<file path="config.mk">
export PLATFORM = sky130hd
export DESIGN_NAME = ddc_output_order_nco_config
export DESIGN_NICKNAME = d
export VERILOG_FILES = /design/src/verilog/ddc_order_pkg.sv /design/src/verilog/ddc_output_order_nco_config.sv
export VERILOG_INCLUDE_DIRS = /design/src /design/src/verilog
export SDC_FILE = /design/constraint.sdc
export NUM_CORES = 1
export LEC_CHECK = 0
export BUFFER_PORTS_ARGS = -buffer_cell sky130_fd_sc_hd__buf_2
export CORE_ASPECT_RATIO = 0.7
export CORE_MARGIN = 2
export CORE_UTILIZATION = 29
export CTS_CLUSTER_DIAMETER = 50
export DETAILED_ROUTE_END_ITERATION = 6
export PLACE_DENSITY = 0.58
export SYNTH_ARGS = -nofsm -noshare
export SYNTH_HDL_FRONTEND = slang
export SYNTH_SLANG_ARGS = --single-unit
</file>
<file path="constraint.sdc">
create_clock -name hclk -period 2.7 [get_ports hclk]
set_input_delay 0.27 -clock hclk [delete_from_list [all_inputs] [get_ports hclk]]
set_output_delay 0.27 -clock hclk [all_outputs]
set_load 0.01 [all_outputs]
</file>
<file path="src/verilog/ddc_order_regs.svh">
// Purpose: Offsets, field positions, reset values for the DDC ordering and tuning registers
// Assumes: Offsets are word indices; byte address is four times the index
// Notes: Included by the register bank only
`ifndef DDC_ORDER_REGS_SVH
`define DDC_ORDER_REGS_SVH

`define IDX_DEC_MODE 8'h25
`define IDX_MIX_CTRL 8'h26
`define IDX_ORDER_A 8'h27
`define IDX_TUNE_A0 8'h2a
`define IDX_TUNE_A1 8'h2b
`define IDX_TUNE_A2 8'h2c
`define IDX_TUNE_A3 8'h2d
`define IDX_ORDER_B 8'h2e
`define IDX_NCO_STATUS 8'h30

`define SWAP_IQ_BIT 4
`define QUAD_DELAY_BIT 3
`define QUARTER_INVERT_BIT 2
`define DEC_FIELD_MSB 6
`define DEC_FIELD_LSB 4
`define REAL_OUT_BIT 3
`define RELOAD_A_BIT 5
`define QUARTER_EN_A_BIT 4
`define QUARTER_EN_B_BIT 0

`define CTRL_RESET 8'h00
`define TUNE_RESET 8'h00
`define PHASE_RESET 32'h0000_0000

`endif

</file>
<file path="src/verilog/ddc_order_pkg.sv">
// Purpose: Types shared by the DDC ordering block and its bench
// Assumes: 14-bit signed samples
// Notes: Constants live in ddc_order_regs.svh
package ddc_order_pkg;

    typedef struct packed {
        logic signed [13:0] i;
        logic signed [13:0] q;
    } iq_t;

    typedef struct packed {
        logic valid;
        iq_t data;
    } iq_sample_t;

    typedef struct packed {
        logic valid;
        logic is_q;
        logic [13:0] data;
    } lane_word_t;

    typedef struct packed {
        logic swap_iq;
        logic quad_delay;
        logic quarter_invert;
        logic quarter_enable;
    } chan_cfg_t;

endpackage

</file>
<file path="src/verilog/ddc_output_order_nco_config.sv">
// Purpose: AHB-Lite register bank for DDC output ordering and tuning, with the ordering datapath
// Assumes: Input samples arrive on hclk, at least two cycles apart in complex mode
// Notes: Reads take one wait state, writes none; response is always OKAY
`timescale 1ns/1ns
`include "ddc_order_regs.svh"

module ddc_output_order_nco_config (
    input wire logic hclk,
    input wire logic hresetn,
    input wire logic hsel,
    input wire logic [31:0] haddr,
    input wire logic [1:0] htrans,
    input wire logic hwrite,
    input wire logic [2:0] hsize,
    input wire logic hready,
    input wire logic [31:0] hwdata,
    output logic [31:0] hrdata,
    output logic hreadyout,
    output logic hresp,
    input wire ddc_order_pkg::iq_sample_t sample_chan_a,
    input wire ddc_order_pkg::iq_sample_t sample_chan_b,
    output ddc_order_pkg::lane_word_t serial_cmos_output_chan_a,
    output ddc_order_pkg::lane_word_t serial_cmos_output_chan_b,
    output logic [31:0] nco_phase_chan_a
);
    import ddc_order_pkg::*;

    logic [7:0] dec_mode_ctrl_reg;
    logic [7:0] mixer_ctrl_reg;
    logic [7:0] chan_a_output_order_ctrl_reg;
    logic [7:0] chan_b_output_order_ctrl_reg;
    // Bytes 0..3 of the channel A tuning word
    logic [7:0] tuning_word_chan_a_reg [4];
    logic [31:0] tuning_word_chan_a;
    logic [31:0] active_word_reg;
    logic [31:0] phase_reg;
    logic reload_seen_reg;
    logic wr_pend_reg;
    logic [7:0] wr_idx_reg;
    logic rd_pend_reg;
    logic [7:0] rd_idx_reg;
    logic [31:0] hrdata_reg;
    logic hreadyout_reg;
    logic addr_ok;
    logic real_mode;
    logic [2:0] dec_code;
    chan_cfg_t cfg [2];
    iq_sample_t samp_in [2];
    lane_word_t lane_reg [2];

    function automatic logic [7:0] reg_index(input logic [31:0] addr);
        reg_index = addr[9:2];
    endfunction

    // Keep-one-in-N mask; unused codes fall back to bypass
    function automatic logic [4:0] dec_mask(input logic [2:0] code);
        case (code)
            3'h1: dec_mask = 5'h01;
            3'h2: dec_mask = 5'h03;
            3'h3: dec_mask = 5'h07;
            3'h4: dec_mask = 5'h0f;
            3'h5: dec_mask = 5'h1f;
            default: dec_mask = 5'h00;
        endcase
    endfunction

    // Multiply by a quarter-rate complex tone; invert runs the tone the other way
    function automatic iq_t quarter_rotate(input iq_t x, input logic [1:0] step, input logic inv);
        iq_t y;
        y = x;
        case (step)
            2'h0: y = x;
            2'h1: begin
                y.i = inv ? -x.q : x.q;
                y.q = inv ? x.i : -x.i;
            end
            2'h2: begin
                y.i = -x.i;
                y.q = -x.q;
            end
            2'h3: begin
                y.i = inv ? x.q : -x.q;
                y.q = inv ? -x.i : x.i;
            end
            default: y = x;
        endcase
        quarter_rotate = y;
    endfunction

    assign real_mode = dec_mode_ctrl_reg[`REAL_OUT_BIT];
    assign dec_code = dec_mode_ctrl_reg[`DEC_FIELD_MSB:`DEC_FIELD_LSB];
    assign tuning_word_chan_a = {tuning_word_chan_a_reg[3], tuning_word_chan_a_reg[2],
                                 tuning_word_chan_a_reg[1], tuning_word_chan_a_reg[0]};
    assign addr_ok = hsel && hready && htrans[1];

    assign cfg[0].swap_iq = chan_a_output_order_ctrl_reg[`SWAP_IQ_BIT];
    assign cfg[0].quad_delay = chan_a_output_order_ctrl_reg[`QUAD_DELAY_BIT];
    assign cfg[0].quarter_invert = chan_a_output_order_ctrl_reg[`QUARTER_INVERT_BIT];
    assign cfg[0].quarter_enable = mixer_ctrl_reg[`QUARTER_EN_A_BIT];
    assign cfg[1].swap_iq = chan_b_output_order_ctrl_reg[`SWAP_IQ_BIT];
    assign cfg[1].quad_delay = chan_b_output_order_ctrl_reg[`QUAD_DELAY_BIT];
    assign cfg[1].quarter_invert = chan_b_output_order_ctrl_reg[`QUARTER_INVERT_BIT];
    assign cfg[1].quarter_enable = mixer_ctrl_reg[`QUARTER_EN_B_BIT];
    assign samp_in[0] = sample_chan_a;
    assign samp_in[1] = sample_chan_b;

    // Bus address phase: writes land next cycle, reads answer one cycle later
    always_ff @(posedge hclk or negedge hresetn) begin
        if (!hresetn) begin
            wr_pend_reg <= 1'b0;
            wr_idx_reg <= 8'h00;
            rd_pend_reg <= 1'b0;
            rd_idx_reg <= 8'h00;
            hreadyout_reg <= 1'b1;
        end else begin
            wr_pend_reg <= addr_ok && hwrite;
            rd_pend_reg <= addr_ok && !hwrite;
            hreadyout_reg <= !(addr_ok && !hwrite);
            if (addr_ok) begin
                wr_idx_reg <= reg_index(haddr);
                rd_idx_reg <= reg_index(haddr);
            end
        end
    end

    // Waiting one cycle lets a read right after a write see the stored value
    always_ff @(posedge hclk or negedge hresetn) begin
        if (!hresetn) begin
            hrdata_reg <= 32'h0000_0000;
        end else if (rd_pend_reg) begin
            case (rd_idx_reg)
                `IDX_DEC_MODE: hrdata_reg <= {24'h00_0000, dec_mode_ctrl_reg};
                `IDX_MIX_CTRL: hrdata_reg <= {24'h00_0000, mixer_ctrl_reg};
                `IDX_ORDER_A: hrdata_reg <= {24'h00_0000, chan_a_output_order_ctrl_reg};
                `IDX_TUNE_A0: hrdata_reg <= {24'h00_0000, tuning_word_chan_a_reg[0]};
                `IDX_TUNE_A1: hrdata_reg <= {24'h00_0000, tuning_word_chan_a_reg[1]};
                `IDX_TUNE_A2: hrdata_reg <= {24'h00_0000, tuning_word_chan_a_reg[2]};
                `IDX_TUNE_A3: hrdata_reg <= {24'h00_0000, tuning_word_chan_a_reg[3]};
                `IDX_ORDER_B: hrdata_reg <= {24'h00_0000, chan_b_output_order_ctrl_reg};
                `IDX_NCO_STATUS: hrdata_reg <= phase_reg;
                default: hrdata_reg <= 32'h0000_0000;
            endcase
        end
    end

    // Reserved bits are stored as written; software keeps them zero
    always_ff @(posedge hclk or negedge hresetn) begin
        if (!hresetn) begin
            dec_mode_ctrl_reg <= `CTRL_RESET;
            mixer_ctrl_reg <= `CTRL_RESET;
            chan_a_output_order_ctrl_reg <= `CTRL_RESET;
            chan_b_output_order_ctrl_reg <= `CTRL_RESET;
        end else if (wr_pend_reg) begin
            case (wr_idx_reg)
                `IDX_DEC_MODE: dec_mode_ctrl_reg <= hwdata[7:0];
                `IDX_MIX_CTRL: mixer_ctrl_reg <= hwdata[7:0];
                `IDX_ORDER_A: chan_a_output_order_ctrl_reg <= hwdata[7:0];
                `IDX_ORDER_B: chan_b_output_order_ctrl_reg <= hwdata[7:0];
                default: begin
                end
            endcase
        end
    end

    // Tuning bytes: held at zero for as long as real decimation is selected
    always_ff @(posedge hclk or negedge hresetn) begin
        if (!hresetn) begin
            for (int k = 0; k < 4; k++) begin
                tuning_word_chan_a_reg[k] <= `TUNE_RESET;
            end
        end else if (real_mode) begin
            for (int k = 0; k < 4; k++) begin
                tuning_word_chan_a_reg[k] <= `TUNE_RESET;
            end
        end else if (wr_pend_reg) begin
            case (wr_idx_reg)
                `IDX_TUNE_A0: tuning_word_chan_a_reg[0] <= hwdata[7:0];
                `IDX_TUNE_A1: tuning_word_chan_a_reg[1] <= hwdata[7:0];
                `IDX_TUNE_A2: tuning_word_chan_a_reg[2] <= hwdata[7:0];
                `IDX_TUNE_A3: tuning_word_chan_a_reg[3] <= hwdata[7:0];
                default: begin
                end
            endcase
        end
    end

    // Oscillator: the written word only takes effect on a reload toggle
    always_ff @(posedge hclk or negedge hresetn) begin
        if (!hresetn) begin
            reload_seen_reg <= 1'b0;
            active_word_reg <= `PHASE_RESET;
            phase_reg <= `PHASE_RESET;
        end else begin
            reload_seen_reg <= mixer_ctrl_reg[`RELOAD_A_BIT];
            if (reload_seen_reg != mixer_ctrl_reg[`RELOAD_A_BIT]) begin
                phase_reg <= `PHASE_RESET;
                active_word_reg <= tuning_word_chan_a;
            end else if (real_mode) begin
                phase_reg <= `PHASE_RESET;
            end else if (samp_in[0].valid) begin
                phase_reg <= phase_reg + active_word_reg;
            end
        end
    end

    genvar ch;
    generate
        for (ch = 0; ch < 2; ch++) begin : g_chan
            logic [4:0] dec_cnt_reg;
            logic [1:0] rot_reg;
            logic pend_reg;
            lane_word_t second_reg;
            iq_t held_reg;
            iq_t mixed;
            iq_t pair;
            logic keep;

            // Quarter-rate mixing is a complex operation, so real mode skips it
            always_comb begin
                mixed = samp_in[ch].data;
                if (cfg[ch].quarter_enable && !real_mode) begin
                    mixed = quarter_rotate(samp_in[ch].data, rot_reg,
                                           cfg[ch].quarter_invert);
                end
                keep = samp_in[ch].valid && (dec_cnt_reg == 5'h00);
                pair.q = mixed.q;
                // Q of this sample pairs with I of the kept sample before
                pair.i = cfg[ch].quad_delay ? held_reg.i : mixed.i;
            end

            always_ff @(posedge hclk or negedge hresetn) begin
                if (!hresetn) begin
                    dec_cnt_reg <= 5'h00;
                    rot_reg <= 2'h0;
                    held_reg <= '0;
                end else if (samp_in[ch].valid) begin
                    dec_cnt_reg <= (dec_cnt_reg + 5'h01) & dec_mask(dec_code);
                    rot_reg <= rot_reg + 2'h1;
                    if (keep) begin
                        held_reg <= mixed;
                    end
                end
            end

            // A new sample overwrites a pending second word; input spacing prevents it
            always_ff @(posedge hclk or negedge hresetn) begin
                if (!hresetn) begin
                    lane_reg[ch] <= '0;
                    second_reg <= '0;
                    pend_reg <= 1'b0;
                end else begin
                    lane_reg[ch].valid <= 1'b0;
                    if (pend_reg) begin
                        lane_reg[ch] <= second_reg;
                        pend_reg <= 1'b0;
                    end
                    if (keep && real_mode) begin
                        // Order and delay bits are ignored here
                        lane_reg[ch] <= '{valid: 1'b1, is_q: 1'b0, data: mixed.i};
                    end else if (keep && cfg[ch].swap_iq) begin
                        lane_reg[ch] <= '{valid: 1'b1, is_q: 1'b1, data: pair.q};
                        second_reg <= '{valid: 1'b1, is_q: 1'b0, data: pair.i};
                        pend_reg <= 1'b1;
                    end else if (keep) begin
                        lane_reg[ch] <= '{valid: 1'b1, is_q: 1'b0, data: pair.i};
                        second_reg <= '{valid: 1'b1, is_q: 1'b1, data: pair.q};
                        pend_reg <= 1'b1;
                    end
                end
            end
        end
    endgenerate

    assign hrdata = hrdata_reg;
    assign hreadyout = hreadyout_reg;
    assign hresp = 1'b0;
    assign serial_cmos_output_chan_a = lane_reg[0];
    assign serial_cmos_output_chan_b = lane_reg[1];
    assign nco_phase_chan_a = phase_reg;

endmodule

</file>
[Word level (Yosys, flattened, before mapping)]
Index checks and enable logic that the tools add are counted.
Storage, ports and cells
  register bits after elaboration: 280
  bits of input ports: 132
  output and inout port bits: 98
  logic and storage cells: 156
Cells by class
  $add $sub $neg: 9
  equal/unequal tests: 21
  mux-type cells: 45
  bitwise logic cells: 4
  reduce and logical (&&, ||, !) cells: 41
Operators with widths (count)
  case mux 32 bit (9 select lines): 1
  case mux 28 bit (4 select lines): 2
  two-way mux 16 bit: 12
  two-way mux 32 bit: 5
  two-way mux 14 bit: 10
  equality test 8 x 6 -> 1 bit, second input constant: 9
  two-way mux 28 bit: 2
  negator 14 bit: 4
  adder 32 bit: 1
  two-way mux 8 bit: 4
  case mux 5 bit (5 select lines): 1
  AND reduction 2 bit: 12
  nonzero test 2 bit: 7
  logical AND 1 bit: 12
  adder 5 x 1 -> 5 bit, second input constant: 2
  bitwise AND 5 bit: 2
  logical NOT 5 bit: 2
  two-way mux 5 bit: 2
  equality test 2 bit, second input constant: 4
  nonzero test 4 bit: 2
  equality test 3 x 2 -> 1 bit, second input constant: 2
  equality test 3 bit, second input constant: 2
  two-way mux 1 bit: 6
  adder 2 x 1 -> 2 bit, second input constant: 2
  other kinds (7): 12

[Logic depth before layout (Yosys ltp)]
  depth after elaboration: 8
  depth in mapped cells: 13
  gate-level depth less buffers: 10

[Least setup slack after synthesis]
No wires, ideal clock.
  path kind: flip-flop to flip-flop
  from: register phase_reg[0], in the netlist nco_phase_chan_a[0]
  to: register phase_reg[30], in the netlist nco_phase_chan_a[30]
  library setup time: 0.083 ns
  arrival: 2.692 ns
  required time: 2.617 ns
  slack: -0.074 ns
  stages on the path, launching flop included: 11
  path buffers: 0
  clock period less this slack: 2.774 ns
  cells stage by stage: dfrtp_1 > ha_1 > fa_1 > a21oi_1 > o2bb2ai_1 > o311ai_0 > nor3_1 > o31ai_1 > o211ai_1 > o41a_1 > o21ai_0
On the way
  cells in the longest elaborated chain, start to end: 4
RTL lines
  start, declared: line ddc_output_order_nco_config.sv:36  | logic [31:0] phase_reg;
  start signal, assigned: line ddc_output_order_nco_config.sv:192  | phase_reg <= `PHASE_RESET;
  start signal, assigned: line ddc_output_order_nco_config.sv:196  | phase_reg <= `PHASE_RESET;
  start signal, assigned: line ddc_output_order_nco_config.sv:199  | phase_reg <= `PHASE_RESET;
  adder 32 bit: line ddc_output_order_nco_config.sv:201  | phase_reg <= phase_reg + active_word_reg;
  two-way mux 32 bit: line ddc_output_order_nco_config.sv:200  | end else if (samp_in[0].valid) begin
  two-way mux 32 bit: line ddc_output_order_nco_config.sv:198  | end else if (real_mode) begin
  two-way mux 32 bit: line ddc_output_order_nco_config.sv:195  | if (reload_seen_reg != mixer_ctrl_reg[`RELOAD_A_BIT]) begin
Every way passes these cells. The select of a mux whose other input is x is not followed.
A chain may end at the register's enable or synchronous reset.

[Worst setup path in the final report]
  from: register phase_reg[1], in the netlist nco_phase_chan_a[1]
  to: register phase_reg[27], in the netlist nco_phase_chan_a[27]
The elaborated chain is that of the path after synthesis.

==> results by group <==
Run status
  – Status: finished clean

Synthesis
  – Synth Cell Area: 18200 sq um
  – Register bit total from synthesis: 280
  – Ys async rst share: 1.00
  – Count leader, synth: nand2_1
  – Most common library cells after synthesis: nand2_1 (347), dfrtp_1 (279), o21ai_0 (179)
  – Post-Syn Nets: 2326
  – Post-Syn Area per Cell: 8.49 sq um
  – Post-Synthesis Cells: 2144
  – Sequential-to-total area share from yosys stat: 0.385
  – Post-synth top area cell: dfrtp_1
  – Share of the synthesized area in the top cell type: 0.383
  – EDFF count, synth: 0
  – Most used DFF post-synth: dfrtp_1
  – Yosys cell types: 94
  – Synth area leaders: dfrtp_1 (38%), nand2_1 (7.2%), o21ai_0 (4.9%)
  – Synth warnings: 0

Routing
  – ANT nets after route: 0
  – Drt first pass iters: 7
  – Iteration-0 DRC Markers: 1449
  – Vias per inst: 5.48
  – DR DRC count: 0
  – Final WL: 61900 um
  – DR vias: 17593
  – Routed wire per std cell: 19.3 um

Timing
  – Worst slew margin: 0.328
  – Final worst slack: 63.3 ps
  – Final setup fails: 0
  – Final hold vios: 0
  – Final period utilization: 0.977
  – Clock skew: 41.0 ps
  – Worst hold slack: 59.4 ps
  – Final slew viol count: 0
  – Max Fclk: 379 MHz
  – Worst Max-Slew Pin Slew: 1010 ps
  – Final Critical Period: 2640 ps

Setup path
  – Most frequent CP cell: a21oi_1
  – Crit end category: flop
  – CP max stage delay: 450 ps
  – CP required: 3120 ps
  – CP startpoint kind: flop
  – R2r setup slk: 60 ps
  – CP max stage cell: or3b_2
  – CP Cell Sequence: ha_1 > a21o_1 > a211oi_4 > a2111o_1 > a21oi_1 > or3b_2 > a21oi_1 > xor2_1 > o21ai_0
  – CP Data Arrival Time: 3060 ps
  – Worst Path Class, Setup: reg -> reg
  – Critical path peak fanout: 3

Floorplan
  – DIE AREA: 64800 sq um
  – Die width: 303 um
  – Die span in y: 214 um
  – Ports: 230
  – Core ar.: 61800 sq um
  – Core Rows: 76
  – Starting density of the core: 0.295

Final layout
  – Post-route insts no fill: 3208
  – Final nets: 2544
  – Share of cells above drive strength 1: 0.226
  – Layout fillers: 6338
  – Layout area overhead: 22.6%

CTS
  – Clk sinks: 280
  – Cts bufs inserted: 36
  – CTS H-tree depth: 2
  – CTS tree: built
  – Clock root buffer: clkbuf_16
  – CTS Buffer Depth: 3
  – Clock Latency Late Sink: 560 ps
  – Worst-path clk slew: 60 ps

Flow run
  – Max Cap Viol: 0

Placed design
  – Estimated wirelength of the detail-placed design: 45600 um
  – Port-buffer cells: 176
  – Placed cells: 3125
  – Gp weighted congestion: 0.927
  – Pre-CTS setup slack: -180 ps

Power and ir drop
  – Pwr Density: 707 nW/um^2
  – Peak VDD IR: 358 uV
  – Leak: 9.71 nW
  – PnR Total Power: 0.0158 W

Min path
  – Tightest Hold Check Type: in -> reg

Global routing
  – Largest net degree at the start of global routing: 72
  – GRT Overall Usage: 0.189
  – Initial antenna violation count: 10
  – Vias in the first global route: 16982
  – GR Overflow Total: 0
  – First-pass GRT wire length: 97000 um
## critical path: cells and delay by family, from the launching register on
| family | cells | cell delay, ps |
|---|---|---|
| simple gates | 1 | 450 |
| xor+xnor | 1 | 150 |
| fa+ha+maj | 1 | 290 |
| compound gates | 6 | 1210 |
| flops | 1 | 400 |
## worst paths after layout
kind | cells past startpoint | startpoint | endpoint
worst max-delay path | 9 | nco_phase_chan_a[1] | nco_phase_chan_a[27]
worst min-delay path | 3 | hwdata[5] | tuning_word_chan_a[5]
worst max register to register | 9 | nco_phase_chan_a[1] | nco_phase_chan_a[27]
worst min register to register | 1 | g_chan[0].second_reg[15] | g_chan[0].second_reg[15]
max in group asynchronous | 3 | hresetn | g_chan[0].rot_reg[0]
min in group asynchronous | 2 | hresetn | tuning_word_chan_a[10]
## area by class of cell
type,count,area (sq um),share of cell area
multi-input combinational,1613,10500,0.469
sequential,280,7010,0.314
timing repair buffer,347,2300,0.103
tap,819,1020,0.0459
clock buffer,46,1000,0.0448
inverter,84,324,0.0145
clock inverter,15,178,0.00796
antenna,4,10.0,0.000448
## routing by layer
layer  wire (um)  vias to the layer above  track usage
li1            -                     8259            -
met3        4540                      100       0.0354
met5          71                        -            0
met4        1180                       10       0.0483
met1       29500                     8568        0.276
met2       26700                      656        0.285
## logic make-up after synthesis
| kind of cell | count (synthesis) | share of synthesized area |
|---|---|---|
| and+or+nand+nor | 739 | 0.188 |
| AOI/OAI and AO/OA | 661 | 0.237 |
| DFF | 280 | 0.385 |
| buffers and inverters | 251 | 0.0544 |
| muxes | 126 | 0.0826 |
| adders and majority gates | 50 | 0.0348 |
| xor gates and xnor gates | 36 | 0.0173 |
| other | 1 | 0.000206 |
## report_power, final
part	total (W)	leakage, nW	internal [W]	switching (W)
Clock	0.00484	0.576	0.00292	0.00193
Sequential	0.00544	3.61	0.00493	0.000504
Combinational	0.00551	5.53	0.00228	0.00322
Total	0.0158	9.71	0.0101	0.00565
## metrics by stage
| stage | cell area, sq um | utilization | setup TNS (ps) |
|---|---|---|---|
| after floorplan | 18200 | - | 0 |
| after global placement | 20700 | 0.336 | -438 |
| after detailed placement | 20700 | 0.336 | -917 |
| after CTS | 22100 | 0.357 | 0 |
| after global routing | 22300 | 0.361 | -98.9 |
| final | 22300 | 0.361 | 0 |
## repair_timing
action / CTS / global route
setup endpoints to repair: 12 / 40
hold buffers: 11 / 0
pin swaps: 5 / 8
hold endpoints to repair: 77 / 0
gates resized for setup: 13 / 36
cloned: 0 / 0
setup buffers: 0 / 8
## layout by cell type, fill, tap and decap left out, drive strengths merged, types with 11 or more instances in the layout
cell and n:
nand2b 24, ha 49, nand3 95, a221oi 22, nor3 53, dlygate4sd3 11, xor2 17, dfrtp 279
a22oi 28, mux2i 58, a21oi 156, clkbuf 46, or3 12, nor2b 15, o21a 13, o211ai 11
a22o 16, o22ai 16, inv 82, nor3b 11, a31oi 31, o31ai 25, a211oi 25, o221ai 17
xnor2 19, buf 336, mux2 54, nand2 347, a21o 19, nor2 118, o21ai 181, mux4 14
Note: power is estimated with default switching activity, not from simulation.
